[src/rtl/pllrs_pkg.sv]
package pllrs_pkg;

  // register word indices; byte address is four times the index
  localparam logic [5:0] IDX_PUMP_CTRL = 6'h10;
  localparam logic [5:0] IDX_ABL = 6'h17;
  localparam logic [5:0] IDX_CAL = 6'h18;
  localparam logic [5:0] IDX_REF_CFG = 6'h1C;
  localparam logic [5:0] IDX_MAN_SEL = 6'h1D;
  localparam logic [5:0] IDX_STATUS = 6'h1F;
  localparam logic [5:0] IDX_PUMP_CUR = 6'h20;

  // pump control fields
  localparam int PC_PD_LSB = 0;
  localparam int PC_MODE_LSB = 4;
  localparam int PC_POL_BIT = 7;
  localparam logic [7:0] PUMP_CTRL_RST = 8'h01;

  // pump modes
  localparam logic [2:0] PUMP_MODE_HIZ = 3'h0;
  localparam logic [2:0] PUMP_MODE_UP = 3'h1;
  localparam logic [2:0] PUMP_MODE_DOWN = 3'h2;
  localparam logic [2:0] PUMP_MODE_NORMAL = 3'h3;

  // reference configuration fields
  localparam int RC_DIFF_SEL = 0;
  localparam int RC_PRI_PD = 1;
  localparam int RC_SEC_PD = 2;
  localparam int RC_REVERT_DIS = 3;
  localparam int RC_AUTO = 4;
  localparam int RC_STAY_SEC = 5;
  localparam int RC_DIFF_EN = 6;
  localparam int RC_DEGLITCH_DIS = 7;
  localparam logic [7:0] REF_CFG_RST = 8'h06;

  // manual select fields
  localparam int MS_SEC = 0;
  localparam int MS_USE_PIN = 1;
  localparam logic [1:0] MAN_SEL_RST = 2'h0;

  // monitor thresholds and antibacklash base width in pclk cycles
  localparam logic [1:0] MISS_FALLS = 2'h2;
  localparam logic [1:0] REVERT_FALLS = 2'h2;
  localparam logic [2:0] REVERT_RISES = 3'h4;
  localparam logic [2:0] ABL_BASE_CYC = 3'h1;

  typedef enum logic [1:0] {SW_PRI, SW_WAIT, SW_SEC} pllrs_sw_t;

  typedef struct packed {
    logic psel;
    logic penable;
    logic pwrite;
    logic [11:0] paddr;
    logic [31:0] pwdata;
  } pllrs_apb_req_t;

  typedef struct packed {
    logic [31:0] prdata;
    logic pready;
    logic pslverr;
  } pllrs_apb_rsp_t;

  // pin order: fb_div, ref_div, ref_sel_pin, ref_input_pin, ref_secondary, ref_primary
  typedef struct packed {
    logic fb_div;
    logic ref_div;
    logic ref_sel_pin;
    logic ref_input_pin;
    logic ref_secondary;
    logic ref_primary;
  } pllrs_pins_t;

  typedef struct packed {
    logic pump_up;
    logic pump_dn;
    logic [2:0] pump_current;
    logic [1:0] abl_width;
    logic vco_cal_go;
    logic diff_rx_pd;
    logic pri_buf_pd;
    logic sec_buf_pd;
    logic ref_to_div;
    logic on_secondary;
  } pllrs_ana_t;

endpackage : pllrs_pkg

[src/rtl/pllrs_top.sv]
// Our own choices: the APB register port and the register offsets.
`timescale 1ns/10ps
`default_nettype none

module pllrs_top (
  input wire logic pclk, // register and monitor clock
  input wire logic presetn, // async reset, active low
  input wire pllrs_pkg::pllrs_apb_req_t apb_req, // apb request
  output var pllrs_pkg::pllrs_apb_rsp_t apb_rsp, // apb answer
  input wire pllrs_pkg::pllrs_pins_t pins, // reference, select and divider pins
  output var pllrs_pkg::pllrs_ana_t analog // controls to the analog front end
);
  import pllrs_pkg::*;

  typedef struct packed {
    pllrs_apb_rsp_t rsp;
    logic [7:0] pump_ctrl;
    logic [2:0] pump_cur;
    logic [1:0] abl;
    logic cal;
    logic [7:0] ref_cfg;
    logic [1:0] man_sel;
    logic [5:0] s1;
    logic [5:0] s2;
    logic [5:0] prev;
    pllrs_sw_t sw;
    logic [1:0] miss_falls;
    logic [1:0] rev_falls;
    logic [2:0] rev_rises;
    logic use_sec;
    logic hold;
    logic pfd_up;
    logic pfd_dn;
    logic [2:0] abl_cnt;
    pllrs_ana_t ana;
  } pllrs_state_t;

  pllrs_state_t st_r;
  pllrs_state_t st_nxt;

  // word index of a byte address, upper bits must be zero to hit
  function automatic logic [5:0] reg_idx(input logic [11:0] addr);
    reg_idx = (addr[11:8] == 4'h0) ? addr[7:2] : 6'h3F;
  endfunction : reg_idx

  function automatic logic idx_mapped(input logic [5:0] idx);
    idx_mapped = (idx == IDX_PUMP_CTRL) || (idx == IDX_ABL) || (idx == IDX_CAL) ||
                 (idx == IDX_REF_CFG) || (idx == IDX_MAN_SEL) || (idx == IDX_STATUS) ||
                 (idx == IDX_PUMP_CUR);
  endfunction : idx_mapped

  // read mux, low bits only, upper bits read zero
  function automatic logic [31:0] read_word(input pllrs_state_t s, input logic [5:0] idx);
    logic [31:0] w;
    w = 32'h0000_0000;
    case (idx)
      IDX_PUMP_CTRL: w[7:0] = s.pump_ctrl;
      IDX_ABL: w[1:0] = s.abl;
      IDX_CAL: w[0] = s.cal;
      IDX_REF_CFG: w[7:0] = s.ref_cfg;
      IDX_MAN_SEL: w[1:0] = s.man_sel;
      IDX_PUMP_CUR: w[2:0] = s.pump_cur;
      IDX_STATUS: w[7:0] = {s.pfd_dn, s.pfd_up, s.cal, s.sw, s.hold,
                            (s.miss_falls == MISS_FALLS), s.use_sec};
      default: w = 32'h0000_0000;
    endcase
    read_word = w;
  endfunction : read_word

  logic [5:0] idx;
  logic wr_go;
  logic loop_pd;
  logic diff_mode;
  logic auto_on;
  logic man_sec;
  logic pri_rise;
  logic pri_edge;
  logic sec_rise;
  logic sec_fall;
  logic ref_div_rise;
  logic fb_rise;
  logic src;
  logic want_sec;
  logic up_raw;
  logic dn_raw;
  logic [2:0] pmode;

  always_comb begin
    st_nxt = st_r;
    idx = reg_idx(apb_req.paddr);
    st_nxt.ana.vco_cal_go = 1'b0;

    // apb slave: one wait state, answer registered in the access phase
    st_nxt.rsp.pready = apb_req.psel & apb_req.penable & ~st_r.rsp.pready;
    st_nxt.rsp.pslverr = 1'b0;
    if (apb_req.psel && apb_req.penable && !st_r.rsp.pready) begin
      st_nxt.rsp.pslverr = ~idx_mapped(idx);
      st_nxt.rsp.prdata = apb_req.pwrite ? 32'h0000_0000 : read_word(st_r, idx);
    end
    wr_go = apb_req.psel & apb_req.penable & st_r.rsp.pready & apb_req.pwrite;
    if (wr_go) begin
      case (idx)
        IDX_PUMP_CTRL: st_nxt.pump_ctrl = apb_req.pwdata[7:0];
        IDX_ABL: st_nxt.abl = apb_req.pwdata[1:0];
        IDX_CAL: begin
          st_nxt.cal = apb_req.pwdata[0];
          // start only on a fresh set so rewriting a one does not recalibrate
          st_nxt.ana.vco_cal_go = apb_req.pwdata[0] & ~st_r.cal;
        end
        IDX_REF_CFG: st_nxt.ref_cfg = apb_req.pwdata[7:0];
        IDX_MAN_SEL: st_nxt.man_sel = apb_req.pwdata[1:0];
        IDX_PUMP_CUR: st_nxt.pump_cur = apb_req.pwdata[2:0];
        default: st_nxt.pump_cur = st_r.pump_cur;
      endcase
    end

    // two-flop synchronisers, third stage keeps the previous value for edges
    st_nxt.s1 = pins;
    st_nxt.s2 = st_r.s1;
    st_nxt.prev = st_r.s2;
    pri_rise = st_r.s2[0] & ~st_r.prev[0];
    pri_edge = st_r.s2[0] ^ st_r.prev[0];
    sec_rise = st_r.s2[1] & ~st_r.prev[1];
    sec_fall = ~st_r.s2[1] & st_r.prev[1];
    ref_div_rise = st_r.s2[4] & ~st_r.prev[4];
    fb_rise = st_r.s2[5] & ~st_r.prev[5];

    // reference power; any nonzero power-down code counts as loop off
    loop_pd = (st_r.pump_ctrl[PC_PD_LSB +: 2] != 2'b00);
    diff_mode = st_r.ref_cfg[RC_DIFF_SEL];
    st_nxt.ana.diff_rx_pd = loop_pd | ~diff_mode | ~st_r.ref_cfg[RC_DIFF_EN];
    st_nxt.ana.pri_buf_pd = loop_pd | diff_mode | st_r.ref_cfg[RC_PRI_PD];
    st_nxt.ana.sec_buf_pd = loop_pd | diff_mode | st_r.ref_cfg[RC_SEC_PD];

    // manual choice from register or synchronised pin
    man_sec = st_r.man_sel[MS_USE_PIN] ? st_r.s2[3] : st_r.man_sel[MS_SEC];
    auto_on = st_r.ref_cfg[RC_AUTO] & ~diff_mode;

    // missing-primary monitor, cleared by any primary transition
    if (pri_edge) begin
      st_nxt.miss_falls = 2'h0;
    end else if (sec_fall && st_r.miss_falls != MISS_FALLS) begin
      st_nxt.miss_falls = st_r.miss_falls + 2'h1;
    end

    // switchover state machine
    if (!auto_on) begin
      // manual mode also clears the revert rise and fall counters
      st_nxt.sw = man_sec ? SW_SEC : SW_PRI;
      st_nxt.rev_rises = 3'h0;
      st_nxt.rev_falls = 2'h0;
    end else begin
      case (st_r.sw)
        SW_PRI: begin
          if (st_nxt.miss_falls == MISS_FALLS) begin
            st_nxt.sw = SW_WAIT;
          end
        end
        SW_WAIT: begin
          if (sec_rise) begin
            st_nxt.sw = SW_SEC;
            st_nxt.rev_rises = 3'h0;
            st_nxt.rev_falls = 2'h0;
          end
        end
        SW_SEC: begin
          // rises of primary count, two secondary falls between them restart
          if (pri_rise) begin
            st_nxt.rev_rises = st_r.rev_rises + 3'h1;
            st_nxt.rev_falls = sec_fall ? 2'h1 : 2'h0;
          end else if (sec_fall) begin
            if (st_r.rev_falls + 2'h1 == REVERT_FALLS) begin
              st_nxt.rev_rises = 3'h0;
              st_nxt.rev_falls = 2'h0;
            end else begin
              st_nxt.rev_falls = st_r.rev_falls + 2'h1;
            end
          end
          if (st_nxt.rev_rises == REVERT_RISES) begin
            st_nxt.rev_rises = 3'h0;
            // stay mode and revert-disable both leave the return to software
            if (!st_r.ref_cfg[RC_REVERT_DIS] && !st_r.ref_cfg[RC_STAY_SEC]) begin
              st_nxt.sw = SW_PRI;
            end
          end
        end
        default: st_nxt.sw = SW_PRI;
      endcase
    end
    want_sec = (st_nxt.sw == SW_SEC) & ~diff_mode;

    // deglitch: after a change the output stays low until the new source is
    // low, so its first rising edge is the first edge the detector sees
    st_nxt.use_sec = want_sec;
    src = diff_mode ? st_r.s2[2] : (st_r.use_sec ? st_r.s2[1] : st_r.s2[0]);
    if (want_sec != st_r.use_sec && !st_r.ref_cfg[RC_DEGLITCH_DIS]) begin
      st_nxt.hold = 1'b1;
    end else if (st_r.hold && !src) begin
      st_nxt.hold = 1'b0;
    end
    st_nxt.ana.ref_to_div = st_r.hold ? 1'b0 : src;
    st_nxt.ana.on_secondary = st_r.use_sec;

    // phase-frequency detector with antibacklash overlap
    if (ref_div_rise) begin
      st_nxt.pfd_up = 1'b1;
    end
    if (fb_rise) begin
      st_nxt.pfd_dn = 1'b1;
    end
    if (st_r.pfd_up && st_r.pfd_dn) begin
      // both on: hold the overlap, then reset together to kill the dead zone
      if (st_r.abl_cnt == {1'b0, st_r.abl} + ABL_BASE_CYC) begin
        st_nxt.pfd_up = ref_div_rise;
        st_nxt.pfd_dn = fb_rise;
        st_nxt.abl_cnt = 3'h0;
      end else begin
        st_nxt.abl_cnt = st_r.abl_cnt + 3'h1;
      end
    end else begin
      st_nxt.abl_cnt = 3'h0;
    end

    // pump mode and polarity; a powered-down loop never pumps
    pmode = st_r.pump_ctrl[PC_MODE_LSB +: 3];
    up_raw = st_r.pump_ctrl[PC_POL_BIT] ? st_r.pfd_dn : st_r.pfd_up;
    dn_raw = st_r.pump_ctrl[PC_POL_BIT] ? st_r.pfd_up : st_r.pfd_dn;
    case (pmode)
      PUMP_MODE_NORMAL: begin
        st_nxt.ana.pump_up = up_raw & ~loop_pd;
        st_nxt.ana.pump_dn = dn_raw & ~loop_pd;
      end
      PUMP_MODE_UP: begin
        st_nxt.ana.pump_up = ~loop_pd;
        st_nxt.ana.pump_dn = 1'b0;
      end
      PUMP_MODE_DOWN: begin
        st_nxt.ana.pump_up = 1'b0;
        st_nxt.ana.pump_dn = ~loop_pd;
      end
      default: begin
        // high impedance holds the loop filter voltage for hold-over
        st_nxt.ana.pump_up = 1'b0;
        st_nxt.ana.pump_dn = 1'b0;
      end
    endcase
    st_nxt.ana.pump_current = st_r.pump_cur;
    st_nxt.ana.abl_width = st_r.abl;
  end

  // single state register; all reference inputs start powered down
  always_ff @(posedge pclk or negedge presetn) begin
    if (!presetn) begin
      st_r <= '0;
      st_r.pump_ctrl <= PUMP_CTRL_RST;
      st_r.ref_cfg <= REF_CFG_RST;
      st_r.man_sel <= MAN_SEL_RST;
      st_r.ana.diff_rx_pd <= 1'b1;
      st_r.ana.pri_buf_pd <= 1'b1;
      st_r.ana.sec_buf_pd <= 1'b1;
    end else begin
      st_r <= st_nxt;
    end
  end

  assign apb_rsp = st_r.rsp;
  assign analog = st_r.ana;

endmodule : pllrs_top

`default_nettype wire

[config.mk]
export PLATFORM = sky130hd
export DESIGN_NAME = pllrs_top
export DESIGN_NICKNAME = d
export VERILOG_FILES = /design/src/rtl/pllrs_pkg.sv /design/src/rtl/pllrs_top.sv
export SDC_FILE = /design/constraint.sdc
export NUM_CORES = 1
export LEC_CHECK = 0
export BUFFER_PORTS_ARGS = -buffer_cell sky130_fd_sc_hd__buf_2
export CAP_MARGIN = 40
export CORE_MARGIN = 1.5
export CORE_UTILIZATION = 50
export CTS_BUF_LIST = sky130_fd_sc_hd__clkbuf_4 sky130_fd_sc_hd__clkbuf_8 sky130_fd_sc_hd__clkbuf_16
export CTS_CLUSTER_DIAMETER = 150
export DETAILED_ROUTE_END_ITERATION = 16
export PLACE_DENSITY = 0.72
export SYNTH_ARGS = -nofsm -noshare
export SYNTH_HDL_FRONTEND = slang
export SYNTH_SLANG_ARGS = --single-unit
[constraint.sdc]
create_clock -name pclk -period 4.8 [get_ports pclk]
set_clock_uncertainty 0.15 [all_clocks]
set_input_delay 1.2 -clock pclk [delete_from_list [all_inputs] [get_ports pclk]]
set_output_delay 1.2 -clock pclk [all_outputs]
set_load 0.005 [all_outputs]
==> impl_results.md <==
* Status: finished clean
* Nets at 431
* Fmax at approximately 340 MHz
* Register area at 0.00198 mm²
* Most common cell after layout, fill and taps aside: dfrtp_1
* Critical setup path kind: in2reg
* Met2 WL at 3250 µm
* CP max stage cell: nor4_2
* Worst-path cell chain: buf_2, nor4_2, nand3_1, nor2_2, nand2_2, mux2_2
* DRT iter0 DRCs at around 140
* Delay-heaviest family, CP: simple AND/OR/NAND/NOR gates
* TritonCTS clock tree: done
* CTS Buf Count at 9
* Total Power at between 1 and 1.5 mW
* Core area at between 0.007 and 0.008 mm²
* WL/cell at roughly 15 µm
* CTS root buf: clkbuf_8
* Peak supply drop at 0.162 mV
* Buffers on Ports at just over 50
* Pwr Density at 319 mW/mm²
* Setup_tns at 0 ns
* First-pass GRT wire length at around 12000 µm
* RSZ-0062 raised after global routing: false
* P_leak at 2.03 nW
* Switching part of the total power at roughly a quarter
* Sequential fraction of the synthesis area at 51.8%
* H-tree depth at 3
* Vias in the first global route at 2400
* Syn Inst Count at 340
* DIE WIDTH at 90.6 µm
* Place WS at 1.50 ns
* Final Hold Fails at 0
* Highest routed layer: met4
* Max Root-Sink Buffers at 2
* Critical path buffers and inverters at 1
* Dpl hpwl at 5030 µm
* Clock transition at the registers of the reported paths at 0.09 ns
* Sink Count at 79
* Setup-failing EPs final at 0
* #FFs+latches synth at 79
* Most frequent cells in the layout: dfrtp_1 (73), buf_2 (50), mux2_2 (25)
* Routed vias/inst at ~5.4
* Pint at 977 µW
* Worst EP arrival at just over 3 ns
* DRT Pass-1 Iters at 5
* PostCTS Resize Cnt at 0
* Via count at 2546
* Min-delay worst type: reg2reg
* Fin crit period at 2.97 ns
* Row count at 31
* Post-DRT Antenna Nets at 0
* Clock network power share at approximately two fifths
* Post-synth ARST share at 100%
* Filler cells at 637
* Die height at 90.6 µm
* Worst EP required at just under 5 ns
* Aggregate global routing overflow at 0
* Die area at 0.00820 mm²
* Worst setup margin at 1.83 ns
* GPL Wtd Cong at 0.885
* Synthesized area at 0.00383 mm²
* I/O pin total at about 100
* Yosys cell types at 55
* Mean post-synth cell area at ~11 µm²
* Met3 WL post-DR at 409 µm
* Syn-to-layout area delta at 8.29%
* Area of the multi-input gates at 0.00151 mm²
* Post-CTS Hold Buffers at 0
* Final period utilization at 61.9%
* Post-Route WL at 7120 µm
* Post-synth EDFFs at 0
* Comb pwr share at just over 8%
* M1 WL at around 3300 µm
* Synthesis Warnings at 0
* Slew at the pin closest to its max-slew limit at 0.550 ns
* DRC at 0
* Share of cells above drive strength 1 at ~29%
* Antenna diodes at 0
* Rel. slew slack at 63.2%
* Max-cap viol count at 0
* Initial core utilization at 52.3%
* Crit. End Element: flip-flop
* CP startpoint kind: input pin
* Worst skew pair latency at 0.35 ns
* Initial antenna violation count at 0
* Largest net degree at the start of global routing at 58
* Sequential Power Share at 53.7%
* Worst path max stage delay at 0.50 ns
* Worst-path maximum fanout at 8
* Total track usage at a little under a fifth
* Slew Viols, Final at 0
* Top_reg_cell synth: dfrtp_1
* Setup bufs post-CTS at 0
* Psw at 349 µW
==> per-layer routing <==
| metal | up-vias | GRT usage, % |
|---|---|---|
| li1 | 1200 | - |
| met1 | 1226 | 25.9 |
| met2 | 104 | 27.1 |
| met3 | 16 | 2.95 |
| met4 | 0 | 10.2 |
| met5 | - | 0 |
==> registers in the layout (all words and copies together) (netlist names) <==
name / cells
st_r: 34
st_nxt: 18
analog: 13
apb_rsp: 10
pmode: 3
diff_mode: 1
==> per-stage QoR <==
stage | cells | utilization, % | hold slack (ns) | area [µm²]
6_report | 475 | 56.6 | 0.204 | 4150
3_5_place_dp | 459 | 53.8 | 0.186 | 3940
3_3_place_gp | 458 | 53.4 | 0.183 | 3920
5_1_grt | 475 | 56.6 | 0.214 | 4150
4_1_cts | 475 | 56.6 | 0.207 | 4150
2_1_floorplan | 363 | - | 0.181 | 3920
==> worst register-to-register path, stage by stage, from the launching register on <==
cell	delay, ns
dfrtp_1	0.45
ha_1	0.35
a211oi_1	0.24
nand3_1	0.10
a221oi_1	0.42
mux2i_1	0.24
o2111ai_1	0.12
==> cell type report <==
class	count	area share [%]
Clock buffer	9	2.98
Clock inverter	7	1.99
Inverter	10	0.904
Multi-Input combinational cell	219	36.4
Sequential cell	79	47.8
Tap cell	99	2.98
Timing Repair Buffer	52	6.87
==> Yosys cell counts (3+ instances only) <==
cell      instances  share of area (%)
o21ai_0          17                2.2
dfrtp_1          73                 48
a22oi_1          12                2.4
nand2_1          17                1.7
nand3b_1          3               0.59
inv_1            10               0.98
xor2_1            3               0.69
or3_1             4               0.65
nand2b_1         10                1.6
clkbuf_1          7               0.69
ha_1              5                1.6
nand3_1           9                1.2
dfstp_2           6                4.1
mux2i_1           7                1.8
nor3_1            5               0.65
mux2_2           25                7.3
nor2b_1          10                1.6
buf_4            47                9.2
a211oi_1          4               0.78
nor2_1           15                1.5
a21oi_1           7               0.91
==> logic make-up after synthesis <==
kind of cell | synth area share (%)
and+or+nand+nor | 14.4
DFF | 51.8
buffers and inverters | 11.0
AOI/OAI and AO/OA | 10.7
muxes | 9.17
adders and majority gates | 1.63
xor gates and xnor gates | 1.14
other | 0.0978
==> worst paths after layout <==
check | slack (ns) | to | depth (start not counted) | startpoint
worst max-delay path | 1.83 | st_r[52] | 6 | apb_req[41]
worst min-delay path | 0.20 | st_nxt[32] | 0 | st_nxt[38]
worst max register to register | 2.62 | st_r[18] | 6 | st_r[20]
worst min register to register | 0.20 | st_nxt[32] | 0 | st_nxt[38]
max in group asynchronous | 3.31 | st_r[63] | 2 | presetn
min in group asynchronous | 0.58 | st_r[54] | 1 | presetn
==> power groups by stage <==
stage                     Sequential (mW)  Combinational, mW  Clock [mW]
after floorplan                     0.718             0.0809           0
after global placement              0.724              0.103           0
after detailed placement            0.725              0.108           0
after global routing                0.715              0.122       0.547
after CTS                           0.712              0.109       0.518
final                               0.712              0.107       0.507
Power figures use the tool's default switching activity.
